$ cat src/include/sebfe_pkg.sv
// Shared constants, states and helpers for the serial memory bus front end
package sebfe_pkg;

   // ****************************************
   // Select word layout
   // ****************************************
   localparam logic [3:0] TYPE_MAIN     = 4'ha;
   localparam logic [3:0] TYPE_ID_PAGE  = 4'hb;
   localparam int         SEL_TYPE_MSB  = 7;
   localparam int         SEL_TYPE_LSB  = 4;
   localparam int         SEL_CS_MSB    = 3;
   localparam int         SEL_CS_LSB    = 1;
   localparam int         SEL_RW_BIT    = 0;
   localparam int         ADDR_LOCK_BIT = 7;

   // ****************************************
   // Bit slot counts
   // ****************************************
   localparam logic [3:0] BIT_FIRST = 4'h0;
   localparam logic [3:0] BIT_LAST  = 4'h7;
   localparam logic [3:0] ACK_SLOT  = 4'h8;
   localparam logic [3:0] ACK_DONE  = 4'h9;
   localparam logic [3:0] BIT_STEP  = 4'h1;

   // ****************************************
   // Exchange states, one-hot
   // ****************************************
   typedef enum logic [5:0] {
      ST_IDLE    = 6'h01,
      ST_SELECT  = 6'h02,
      ST_ADDRESS = 6'h04,
      ST_WRITE   = 6'h08,
      ST_READ    = 6'h10,
      ST_STANDBY = 6'h20
   } sebfe_state_type;

   // True when a received select word addresses this device
   function automatic logic selectMatches(input logic [7:0] word, input logic [2:0] straps);
      logic [3:0] kind;
      kind = word[SEL_TYPE_MSB:SEL_TYPE_LSB];
      return ((kind == TYPE_MAIN) || (kind == TYPE_ID_PAGE)) && (word[SEL_CS_MSB:SEL_CS_LSB] == straps);
   endfunction : selectMatches

endpackage : sebfe_pkg

$ cat src/include/sebfe_line_if.sv
// Sampled bus line events passed from the line sampler to the front end
`timescale 1ns/1ps
interface sebfe_line_if;
   logic sclRise;
   logic sclFall;
   logic sdaLevel;
   logic startSeen;
   logic stopSeen;

   modport sampler (output sclRise, output sclFall, output sdaLevel, output startSeen, output stopSeen);
   modport core (input sclRise, input sclFall, input sdaLevel, input startSeen, input stopSeen);
endinterface : sebfe_line_if

$ cat src/core/sebfe_line_sampler.sv
// Synchronises the two bus lines and finds clock edges, start and stop
`timescale 1ns/1ps
module sebfe_line_sampler (
   input  wire logic  clk,     // System clock
   input  wire logic  resetn,  // Async reset, active low
   input  wire logic  sclPin,  // Serial clock pin level
   input  wire logic  sdaPin,  // Serial data pin level
   sebfe_line_if.sampler lines // Line events out
);

   logic [2:0] sclPipe;
   logic [2:0] sdaPipe;
   logic [2:0] next_sclPipe;
   logic [2:0] next_sdaPipe;

   // ****************************************
   // Two-stage synchroniser plus one history stage
   // ****************************************
   always_comb begin
      next_sclPipe = {sclPipe[1:0], sclPin};
      next_sdaPipe = {sdaPipe[1:0], sdaPin};
   end

   always_ff @(posedge clk or negedge resetn) begin
      if (!resetn) begin
         sclPipe <= 3'h7;
         sdaPipe <= 3'h7;
      end else begin
         sclPipe <= next_sclPipe;
         sdaPipe <= next_sdaPipe;
      end
   end

   // Stage 0 is only read by stage 1; detection uses stages 1 and 2
   assign lines.sclRise   = sclPipe[1] & ~sclPipe[2];
   assign lines.sclFall   = ~sclPipe[1] & sclPipe[2];
   assign lines.sdaLevel  = sdaPipe[1];
   assign lines.startSeen = sclPipe[1] & sclPipe[2] & sdaPipe[2] & ~sdaPipe[1];
   assign lines.stopSeen  = sclPipe[1] & sclPipe[2] & ~sdaPipe[2] & sdaPipe[1];

endmodule : sebfe_line_sampler

$ cat src/core/sebfe_front_end.sv
// Two-wire target front end: select decode, address decode, acknowledge
`timescale 1ns/1ps

module sebfe_front_end (
   input  wire logic       clk,                 // System clock, 40 MHz
   input  wire logic       resetn,              // Async reset, active low
   input  wire logic       sclPin,              // Serial clock pin
   input  wire logic       sdaPin,              // Serial data pin input
   output logic            sdaOut,              // Serial data output value
   output logic            sdaOe,               // Serial data pulls low when high
   input  wire logic       chip_select_strap_2, // Strap, upper bit
   input  wire logic       chip_select_strap_1, // Strap, middle bit
   input  wire logic       chip_select_strap_0, // Strap, lower bit
   input  wire logic       write_protect_input, // High refuses data writes
   input  wire logic       writeBusy,           // Programming cycle running
   input  wire logic [7:0] readData,            // Next byte to send
   output logic            selectStrobe,        // Select word accepted
   output logic            idPageAccess,        // Select targets identification page
   output logic            readMode,            // Select asked for a read
   output logic            addrStrobe,          // Address byte received
   output logic [7:0]      addrByte,            // Received address byte
   output logic            lockAccess,          // Address names the lock instruction
   output logic            dataStrobe,          // Write data byte accepted
   output logic [7:0]      dataByte,            // Received data byte
   output logic            readStrobe,          // Read byte taken for sending
   output logic            writeLaunch          // Start programming cycle
);

   sebfe_line_if lines ();

   sebfe_line_sampler sebfe_line_sampler_i (
      .clk    (clk),
      .resetn (resetn),
      .sclPin (sclPin),
      .sdaPin (sdaPin),
      .lines  (lines.sampler)
   );

   // ****************************************
   // Strap and protect synchronisers
   // ****************************************
   logic [3:0] pinMeta;
   logic [3:0] pinSync;
   logic [2:0] straps;
   logic       protect;

   always_ff @(posedge clk or negedge resetn) begin
      if (!resetn) begin
         pinMeta <= 4'h0;
         pinSync <= 4'h0;
      end else begin
         pinMeta <= {write_protect_input, chip_select_strap_2, chip_select_strap_1, chip_select_strap_0};
         pinSync <= pinMeta;
      end
   end

   assign straps  = pinSync[2:0];
   assign protect = pinSync[3];

   // ****************************************
   // Exchange state
   // ****************************************
   sebfe_pkg::sebfe_state_type state;
   sebfe_pkg::sebfe_state_type next_state;
   logic [3:0] bitCnt;
   logic [3:0] next_bitCnt;
   logic [7:0] rxShift;
   logic [7:0] next_rxShift;
   logic [7:0] txShift;
   logic [7:0] next_txShift;
   logic       driveLow;
   logic       next_driveLow;
   logic       masterAck;
   logic       next_masterAck;
   logic       dataSeen;
   logic       next_dataSeen;
   logic       next_idPageAccess;
   logic       next_readMode;
   logic       next_selectStrobe;
   logic       next_addrStrobe;
   logic [7:0] next_addrByte;
   logic       next_lockAccess;
   logic       next_dataStrobe;
   logic [7:0] next_dataByte;
   logic       next_readStrobe;
   logic       next_writeLaunch;
   logic       active;

   assign active = (state == sebfe_pkg::ST_SELECT) || (state == sebfe_pkg::ST_ADDRESS) ||
                   (state == sebfe_pkg::ST_WRITE) || (state == sebfe_pkg::ST_READ);

   always_comb begin
      next_state        = state;
      next_bitCnt       = bitCnt;
      next_rxShift      = rxShift;
      next_txShift      = txShift;
      next_driveLow     = driveLow;
      next_masterAck    = masterAck;
      next_dataSeen     = dataSeen;
      next_idPageAccess = idPageAccess;
      next_readMode     = readMode;
      next_addrByte     = addrByte;
      next_lockAccess   = lockAccess;
      next_dataByte     = dataByte;
      next_selectStrobe = 1'b0;
      next_addrStrobe   = 1'b0;
      next_dataStrobe   = 1'b0;
      next_readStrobe   = 1'b0;
      next_writeLaunch  = 1'b0;
      if (lines.stopSeen && state != sebfe_pkg::ST_IDLE) begin
         // only in the slot after a data acknowledge
         // The stop's own clock rise has already stepped the counter once
         if (state == sebfe_pkg::ST_WRITE && dataSeen &&
             bitCnt == sebfe_pkg::BIT_FIRST + sebfe_pkg::BIT_STEP) begin
            next_writeLaunch = 1'b1;
         end
         next_state    = sebfe_pkg::ST_IDLE;
         next_driveLow = 1'b0;
         next_bitCnt   = sebfe_pkg::BIT_FIRST;
      end else if (lines.startSeen && !writeBusy) begin
         // start opens a select word, also as a repeated start
         next_state    = sebfe_pkg::ST_SELECT;
         next_bitCnt   = sebfe_pkg::BIT_FIRST;
         next_driveLow = 1'b0;
         next_dataSeen = 1'b0;
      end else if (active && lines.sclRise) begin
         if (bitCnt <= sebfe_pkg::BIT_LAST) begin
            // capture on rise, first bit lands at the top
            if (state != sebfe_pkg::ST_READ) begin
               next_rxShift = {rxShift[6:0], lines.sdaLevel};
            end
            next_bitCnt = bitCnt + sebfe_pkg::BIT_STEP;
         end else if (bitCnt == sebfe_pkg::ACK_SLOT) begin
            next_masterAck = ~lines.sdaLevel;
            next_bitCnt    = sebfe_pkg::ACK_DONE;
         end
      end else if (active && lines.sclFall) begin
         if (bitCnt == sebfe_pkg::ACK_SLOT) begin
            // acknowledge decision for the ninth pulse
            case (state)
               sebfe_pkg::ST_SELECT: begin
                  if (sebfe_pkg::selectMatches(rxShift, straps)) begin
                     next_driveLow     = 1'b1;
                     next_selectStrobe = 1'b1;
                     // type field picks array or page
                     next_idPageAccess = rxShift[sebfe_pkg::SEL_TYPE_LSB];
                     next_readMode     = rxShift[sebfe_pkg::SEL_RW_BIT];
                  end else begin
                     next_driveLow = 1'b0;
                     next_state    = sebfe_pkg::ST_STANDBY;
                  end
               end
               sebfe_pkg::ST_ADDRESS: begin
                  next_driveLow   = 1'b1;
                  next_addrStrobe = 1'b1;
                  // full byte kept for the main array
                  next_addrByte   = rxShift;
                  next_lockAccess = idPageAccess & rxShift[sebfe_pkg::ADDR_LOCK_BIT];
               end
               sebfe_pkg::ST_WRITE: begin
                  next_driveLow = ~protect;
                  if (!protect) begin
                     next_dataStrobe = 1'b1;
                     next_dataByte   = rxShift;
                     next_dataSeen   = 1'b1;
                  end
               end
               sebfe_pkg::ST_READ: begin
                  next_driveLow = 1'b0;
               end
               default: begin
                  next_driveLow = 1'b0;
               end
            endcase
         end else if (bitCnt == sebfe_pkg::ACK_DONE) begin
            next_bitCnt   = sebfe_pkg::BIT_FIRST;
            next_driveLow = 1'b0;
            case (state)
               sebfe_pkg::ST_SELECT: begin
                  if (readMode) begin
                     next_state      = sebfe_pkg::ST_READ;
                     next_txShift    = readData;
                     next_driveLow   = ~readData[7];
                     next_readStrobe = 1'b1;
                  end else begin
                     next_state = sebfe_pkg::ST_ADDRESS;
                  end
               end
               sebfe_pkg::ST_ADDRESS: begin
                  next_state = sebfe_pkg::ST_WRITE;
               end
               sebfe_pkg::ST_READ: begin
                  // A missing controller acknowledge ends the read
                  if (masterAck) begin
                     next_txShift    = readData;
                     next_driveLow   = ~readData[7];
                     next_readStrobe = 1'b1;
                  end else begin
                     next_state = sebfe_pkg::ST_STANDBY;
                  end
               end
               default: begin
                  next_state = state;
               end
            endcase
         end else if (state == sebfe_pkg::ST_READ && bitCnt != sebfe_pkg::BIT_FIRST) begin
            // Shift on the falling edge so data never moves while clock is high
            next_txShift  = {txShift[6:0], 1'b0};
            next_driveLow = ~txShift[6];
         end
      end
   end

   always_ff @(posedge clk or negedge resetn) begin
      if (!resetn) begin
         state        <= sebfe_pkg::ST_IDLE;
         bitCnt       <= sebfe_pkg::BIT_FIRST;
         rxShift      <= 8'h00;
         txShift      <= 8'h00;
         driveLow     <= 1'b0;
         masterAck    <= 1'b0;
         dataSeen     <= 1'b0;
         idPageAccess <= 1'b0;
         readMode     <= 1'b0;
         addrByte     <= 8'h00;
         lockAccess   <= 1'b0;
         dataByte     <= 8'h00;
         selectStrobe <= 1'b0;
         addrStrobe   <= 1'b0;
         dataStrobe   <= 1'b0;
         readStrobe   <= 1'b0;
         writeLaunch  <= 1'b0;
      end else begin
         state        <= next_state;
         bitCnt       <= next_bitCnt;
         rxShift      <= next_rxShift;
         txShift      <= next_txShift;
         driveLow     <= next_driveLow;
         masterAck    <= next_masterAck;
         dataSeen     <= next_dataSeen;
         idPageAccess <= next_idPageAccess;
         readMode     <= next_readMode;
         addrByte     <= next_addrByte;
         lockAccess   <= next_lockAccess;
         dataByte     <= next_dataByte;
         selectStrobe <= next_selectStrobe;
         addrStrobe   <= next_addrStrobe;
         dataStrobe   <= next_dataStrobe;
         readStrobe   <= next_readStrobe;
         writeLaunch  <= next_writeLaunch;
      end
   end

   // ****************************************
   // Pin drive
   // ****************************************
   // pull low or release only, no clock output
   assign sdaOut = 1'b0;
   assign sdaOe  = driveLow;
endmodule : sebfe_front_end

$ cat config.mk
export PLATFORM = sky130hd
export DESIGN_NAME = sebfe_front_end
export DESIGN_NICKNAME = d
export VERILOG_FILES = /design/src/include/sebfe_pkg.sv /design/src/include/sebfe_line_if.sv /design/src/core/sebfe_line_sampler.sv /design/src/core/sebfe_front_end.sv
export SDC_FILE = /design/constraint.sdc
export NUM_CORES = 1
export LEC_CHECK = 0
export ABC_AREA = 1
export BUFFER_PORTS_ARGS = -buffer_cell sky130_fd_sc_hd__buf_2
export CORE_ASPECT_RATIO = 0.6
export CORE_MARGIN = 2
export CORE_UTILIZATION = 50
export DETAILED_ROUTE_END_ITERATION = 10
export GPL_ROUTABILITY_DRIVEN = 0
export PLACE_DENSITY = 0.8
export SLEW_MARGIN = 20
export SYNTH_ARGS = -nofsm -noshare
export SYNTH_HDL_FRONTEND = slang
export SYNTH_SLANG_ARGS = --single-unit
$ cat constraint.sdc
create_clock -name clk -period 2.2 [get_ports clk]
set_input_delay 0.22 -clock clk [delete_from_list [all_inputs] [get_ports clk]]
set_output_delay 0.22 -clock clk [all_outputs]
set_load 0.05 [all_outputs]
==> results.yml, run 1 <==
sta:
  drv_slew: 0
  fmax_mhz: 519
  tns_ps: 0
  rsz0062_at_grt: "no"
  hold_viol_final: 0
  clock_skew_ps: 6.24
  setup-violations-final: 0
  timing.final.crit_share_pct: 87.6
  period_minus_slack_ps: 1930
setup_path:
  r2r-end: "addrByte[0]"
  critPathRequiredTime_ps: 2430
  critPathBufInv: 3
  timing.rr.start: "bitCnt[0]"
  timing.critical_path.fanout_max: 16
  slowest_stage: "dfrtp_1"
  cp-start-kind: "flip-flop"
  max_stage_delay_ps: 440
  end_kind: "flip-flop"
  crit_path_start: "bitCnt[0]"
  cp_top_family: "simple AND/OR/NAND/NOR gates"
  cp.arrival_ps: 2160
  crit_type: "flip-flop to flip-flop"
  crit_chain: "inv_1, ha_1, nand3_1, inv_1, nand2_4, inv_2, nand2_4, nand2_1, o21ai_2"
  ff2ff_setup_slack_ps: 270
  ff2ff_path_depth: 9
power:
  ir_drop_uv: 449
  power_leakage_nw: 2.01
  p_per_area_mw_per_mm2: 865
clock_tree:
  insertion_delay_ps: 350
  cts_tree: "done"
  ctsLongestPathBuffers: 2
  cts_buffers: 9
  cts-root-buf: "clkbuf_8"
  clk_pin_slew_worst_paths_ps: 70
  post-cts-setup-buffers: 0
  htreeDepth: 3
  clock-sinks: 66
finish:
  seqCellArea_sq_mm: 0.00166
  diodes: 0
  final_cells: 501
  final_net_count: 432
  fill_cells: 493
  stdcell_area_sq_mm: 0.00366
  multiInputGateArea_sq_mm: 0.00122
  area_growth_pct: 19.2
  drive_gt1_share_pct: 23.0
placed_design:
  place_inst: 478
  io_buffers: 41
  placed_area_sq_mm: 0.00336
  dp_hpwl_um: 4920
synthesis:
  seq_area_frac_synth_pct: 54.1
  synth_top_cell_by_area: "dfrtp_1"
  synth_seq_cells: 66
  syn_inst: 355
  synth.avg_cell_area_sq_um: 8.65
  yosys.cell_types.count: 29
  ys.warnings.count: 0
  synth.cell_area_sq_mm: 0.00307
  synth_top_area_share_pct: 48.1
  syn_nets: 375
  synthTopCellsByArea: "dfrtp_1 48%, nand2_1 15%, dfstp_2 6.0%"
floorplanning:
  core_area_sq_mm: 0.00603
  io_pins: 43
  die_h_um: 64.7
  rows: 22
  start_util_pct: 51.0
  die-width_um: 105
  die_area_sq_mm: 0.00681
status:
  status: "completed"
routing:
  routed-via-count: 2577
  drt_wl_total_um: 6700
  avgRoutedWirePerCell_um: 13.4
  ant_nets: 0
  drc: 0
  viasPerCell: 5.14
  drt-initial-drc-count: 240
  first_pass_iters: 7
global_routing:
  grt_pass1_wl_um: 11600
  grt_usage_pct: 22.3
  grt_pass1_vias: 2394
  antenna_found_initial: 0
  grt-ovfl-total: 0
  grt_max_degree: 26
min_path:
  hp-start: "readData[2]"
  whs_path_depth: 5
  hold_end: "txShift[2]"
  worst_hold_path_type: "input pin to flip-flop"
job:
  cap_viol_max_count: 0
==> what timing repair did <==
item	4_1_cts	5_1_grt
hold endpoints to repair	23	0
hold buffers	7	0
resized for setup	0	0
==> layout make-up <==
class	count	area share, %
tap	84	2.87
timing repair buffer	52	8.34
clock inverter	4	2.02
multi-input combinational	245	33.3
inverter	38	3.90
clock buffer	12	4.24
sequential	66	45.4
==> cells in the final DEF (no fill, tap or decap), drive strengths merged <==
cell type    count
bufinv           2
nand2          124
buf             45
dfstp            7
nand3b           1
clkbuf          12
inv             38
ha               3
clkinv           2
nand4            2
dlygate4sd3      7
xor2             1
conb             1
dfrtp           59
a21oi            5
o21ai           33
nor2            29
nor3             5
or2              1
nand3           40
==> synth_stat cells <==
master    number
a21oi_1        5
buf_2          1
buf_4          1
buf_6          3
clkbuf_1       1
conb_1         1
dfrtp_1       59
dfstp_2        7
ha_1           3
inv_1         36
inv_2          2
nand2_1      121
nand2_2        1
nand2_4        2
nand3_1       35
nand3_2        4
nand3_4        1
nand3b_1       1
nand4_1        2
nor2_1        18
nor2_2         3
nor2_4         7
nor2_8         1
nor3_1         5
o21ai_0       18
o21ai_1        8
o21ai_2        7
or2_2          1
xor2_1         1
==> metrics by stage <==
stage / util, % / hold slack, ps / setup slack (ps) / total power, mW
2_1_floorplan: - / -75.6 / 578 / 1.85
3_3_place_gp: 55.8 / 170 / 399 / 1.98
3_5_place_dp: 55.8 / 174 / 306 / 2.01
4_1_cts: 60.7 / 182 / 297 / 3.18
5_1_grt: 60.7 / 197 / 67.8 / 3.34
6_report: 60.7 / 186 / 272 / 3.17
==> power by group <==
group          switching, mW  internal (mW)
combinational          0.393          0.177
sequential             0.113           1.33
clock                  0.456          0.700
total                  0.962           2.20
==> worst reg2reg max path: stages, from the launching register on <==
cell     delay, ps
dfrtp_1        440
inv_1           80
ha_1           180
nand3_1        220
inv_1          290
nand2_4        170
inv_2          110
nand2_4        140
nand2_1        130
o21ai_2         60
==> per-layer routing <==
metal / up-vias / global-route usage, % / part of all wire [%]
met3: 9 / 7.34 / 8.0
met4: 0 / 8.33 / 1.3
met2: 99 / 32.7 / 45
met1: 1229 / 31.1 / 46
li1: 1240 / - / -
met5: - / 0 / 0
==> kinds of logic (layout without fill, tap and decap cells) <==
group / count (synthesis) / in the layout / share of synthesized area [%]
compound gates: 38 / 38 / 7.05
other cells: 1 / 1 / 0.122
simple gates: 202 / 202 / 31.0
xor+xnor: 1 / 1 / 0.285
fa+ha+maj: 3 / 3 / 1.22
flops: 66 / 66 / 54.1
buf+inv: 44 / 106 / 6.27
==> sequential cells by signal (all words and copies together) (netlist names) <==
register / flops
masterAck: 1
pinMeta: 4
state: 6
writeLaunch: 1
dataStrobe: 1
sebfe_line_sampler_i.sclPipe: 3
addrByte: 8
rxShift: 8
dataSeen: 1
pinSync: 4
dataByte: 8
addrStrobe: 1
sdaOe: 1
readStrobe: 1
bitCnt: 4
readMode: 1
txShift: 7
selectStrobe: 1
sebfe_line_sampler_i.sdaPipe: 3
idPageAccess: 1
lockAccess: 1
==> worst max path at each step <==
stage                        to  slack [ps]  depth (start not counted)
global placement    addrByte[1]         400                         10
global route         txShift[4]          70                          8
detailed placement  addrByte[0]         310                         10
floorplan            txShift[0]         580                          9
CTS                 addrByte[0]         300                          9
finish              addrByte[0]         270                          9
(Power assumes the default switching activity.)
==> inputs of run 2 (changes only) <==
--- a/config.mk
+++ b/config.mk
@@ -13,6 +13,7 @@
 export DETAILED_ROUTE_END_ITERATION = 10
 export GPL_ROUTABILITY_DRIVEN = 0
 export PLACE_DENSITY = 0.8
+export SETUP_SLACK_MARGIN = 0.4
 export SLEW_MARGIN = 20
 export SYNTH_ARGS = -nofsm -noshare
 export SYNTH_HDL_FRONTEND = slang
==> run 2 against run 1 <==
First-iteration DRC count rose by 29%. Sequential share of layout area shrank 4.0 points. Flip-flop and latch count unchanged. Clock-buffer cell count unchanged. Setup slack better by 110 ps. Fmax grew 6.1%. Clock power is essentially flat. Register-to-register slack improved by 110 ps. Critical endpoint is now dataByte[5]. Largest cell class unchanged. Highest routed layer unchanged.
==> results.yml, run 2 (synthesis gave the netlist of run 1 again) <==
status:
  status: "completed"
clock_tree:
  cts_buffers: 9
  cts-root-buf: "clkbuf_8"
  clk_pin_slew_worst_paths_ps: 70
  cts_tree: "done"
  insertion_delay_ps: 350
  htreeDepth: 3
  ctsLongestPathBuffers: 2
  clock-sinks: 66
setup_path:
  critPathBufInv: 2
  cp_top_family: "simple AND/OR/NAND/NOR gates"
  crit_chain: "nor2_4, buf_12, nand3_4, nand2_2, nor2_4, nor2_8, nand2_8, nor2_4, buf_4, nand2_1, nand2_1"
  end_kind: "flip-flop"
  critPathRequiredTime_ps: 2490
  timing.critical_path.fanout_max: 12
  crit_type: "flip-flop to flip-flop"
  r2r-end: "dataByte[5]"
  cp.arrival_ps: 2100
  max_stage_delay_ps: 430
  cp-start-kind: "flip-flop"
  slowest_stage: "dfrtp_1"
  timing.rr.start: "state[5]"
  crit_top_cell: "nor2_4"
  worst-path-stages: 11
  ff2ff_path_depth: 11
  ff2ff_setup_slack_ps: 380
sta:
  rsz0062_at_grt: "yes"
  fmax_mhz: 551
  drv_slew: 0
  tns_ps: 0
  hold_viol_final: 0
  setup-violations-final: 0
  period_minus_slack_ps: 1820
  timing.final.crit_share_pct: 82.5
  layout_setup_ws_ps: 384
  clock_skew_ps: 6.00
  worst_hold_slack_ps: 194
min_path:
  hp-start: "readData[5]"
  whs_path_depth: 5
  hold_end: "txShift[5]"
  worst_hold_path_type: "input pin to flip-flop"
floorplanning:
  start_util_pct: 51.0
  core_area_sq_mm: 0.00603
  rows: 22
  io_pins: 43
  die-width_um: 105
  die_area_sq_mm: 0.00681
  die_h_um: 64.7
finish:
  drive_gt1_share_pct: 32.3
  final_cells: 524
  stdcell_area_sq_mm: 0.00402
  final_cell_mix: "112 x nand2_1, 57 x dfrtp_1, 41 x buf_2, 34 x inv_1, 30 x nand3_1"
  largest_registers: "addrByte x8, dataByte x8, rxShift x8"
  seqCellArea_sq_mm: 0.00166
  area_growth_pct: 30.9
  final_net_count: 455
  final_common_cell: "nand2_1"
  multiInputGateArea_sq_mm: 0.00140
  diodes: 0
  fill_cells: 437
placed_design:
  dp_hpwl_um: 4920
  io_buffers: 41
  placed_area_sq_mm: 0.00336
  place_ws_ps: 306
  place_inst: 478
global_routing:
  grt_pass1_wl_um: 11900
  grt_pass1_vias: 2441
  grt_max_degree: 26
  antenna_found_initial: 0
  grt_usage_pct: 22.9
  grt-ovfl-total: 0
power:
  ir_drop_uv: 449
  p_per_area_mw_per_mm2: 840
  power_leakage_nw: 2.09
routing:
  routed-via-count: 2839
  avgRoutedWirePerCell_um: 15.5
  drt_wl_total_um: 8110
  first_pass_iters: 5
  viasPerCell: 5.42
  ant_nets: 0
  drc: 0
  drt-initial-drc-count: 309
job:
  cap_viol_max_count: 0
[run 2: cell types whose count changed in the layout (fill, tap and decap cells not counted), sizes merged]
cell   previous run  this run
nand2           124       125
buf              45        66
nand3            40        41
[run 2: metal layers]
metal / up-vias / GRT usage (%) / part of all wire, %
met4: 0 / 9.00 / 3.9
met2: 181 / 33.9 / 45
met1: 1324 / 31.5 / 40
li1: 1297 / - / -
met5: - / 0 / 0
met3: 37 / 7.34 / 12
[run 2: layout make-up]
cell class	count	area share, %
sequential	66	41.4
clock buffer	12	3.86
inverter	38	3.80
timing repair buffer	73	11.8
multi-input combinational	247	34.7
tap	84	2.61
clock inverter	4	1.84
[run 2: power by group]
| group | switching [mW] | internal, mW | leakage (nW) | total, mW |
|---|---|---|---|---|
| sequential | 0.122 | 1.33 | 0.868 | 1.45 |
| combinational | 0.499 | 0.264 | 1.10 | 0.763 |
| clock | 0.465 | 0.700 | 0.117 | 1.17 |
[run 2: what timing repair did]
item / CTS / global route
resized for setup: 13 / 31
hold endpoints to repair: 23 / 0
buffers inserted: 2 / 19
hold buffers: 7 / 0
cloned: 0 / 2
pin swaps: 3 / 16
setup endpoints to repair: 22 / 47
[run 2: how the worst max path moves through the flow]
stage | start | end | slack [ps]
2_1_floorplan | state[0] | txShift[0] | 580
5_1_grt | state[5] | txShift[3] | 280
4_1_cts | bitCnt[1] | state[0] | 400
3_3_place_gp | state[5] | addrByte[1] | 400
3_5_place_dp | state[5] | addrByte[0] | 310
6_report | state[5] | dataByte[5] | 380
[run 2: metrics by stage]
step	util, %	power, mW
after floorplan	-	1.85
after global placement	55.8	1.98
after detailed placement	55.8	2.01
after CTS	62.0	3.25
after global routing	66.7	3.56
final	66.7	3.38
[run 2: worst register-to-register path, delay by kind of cell (launching register included)]
kind                   cells  cell delay [ps]
buffers and inverters      2              300
and+or+nand+nor            9             1030
DFF                        1              430
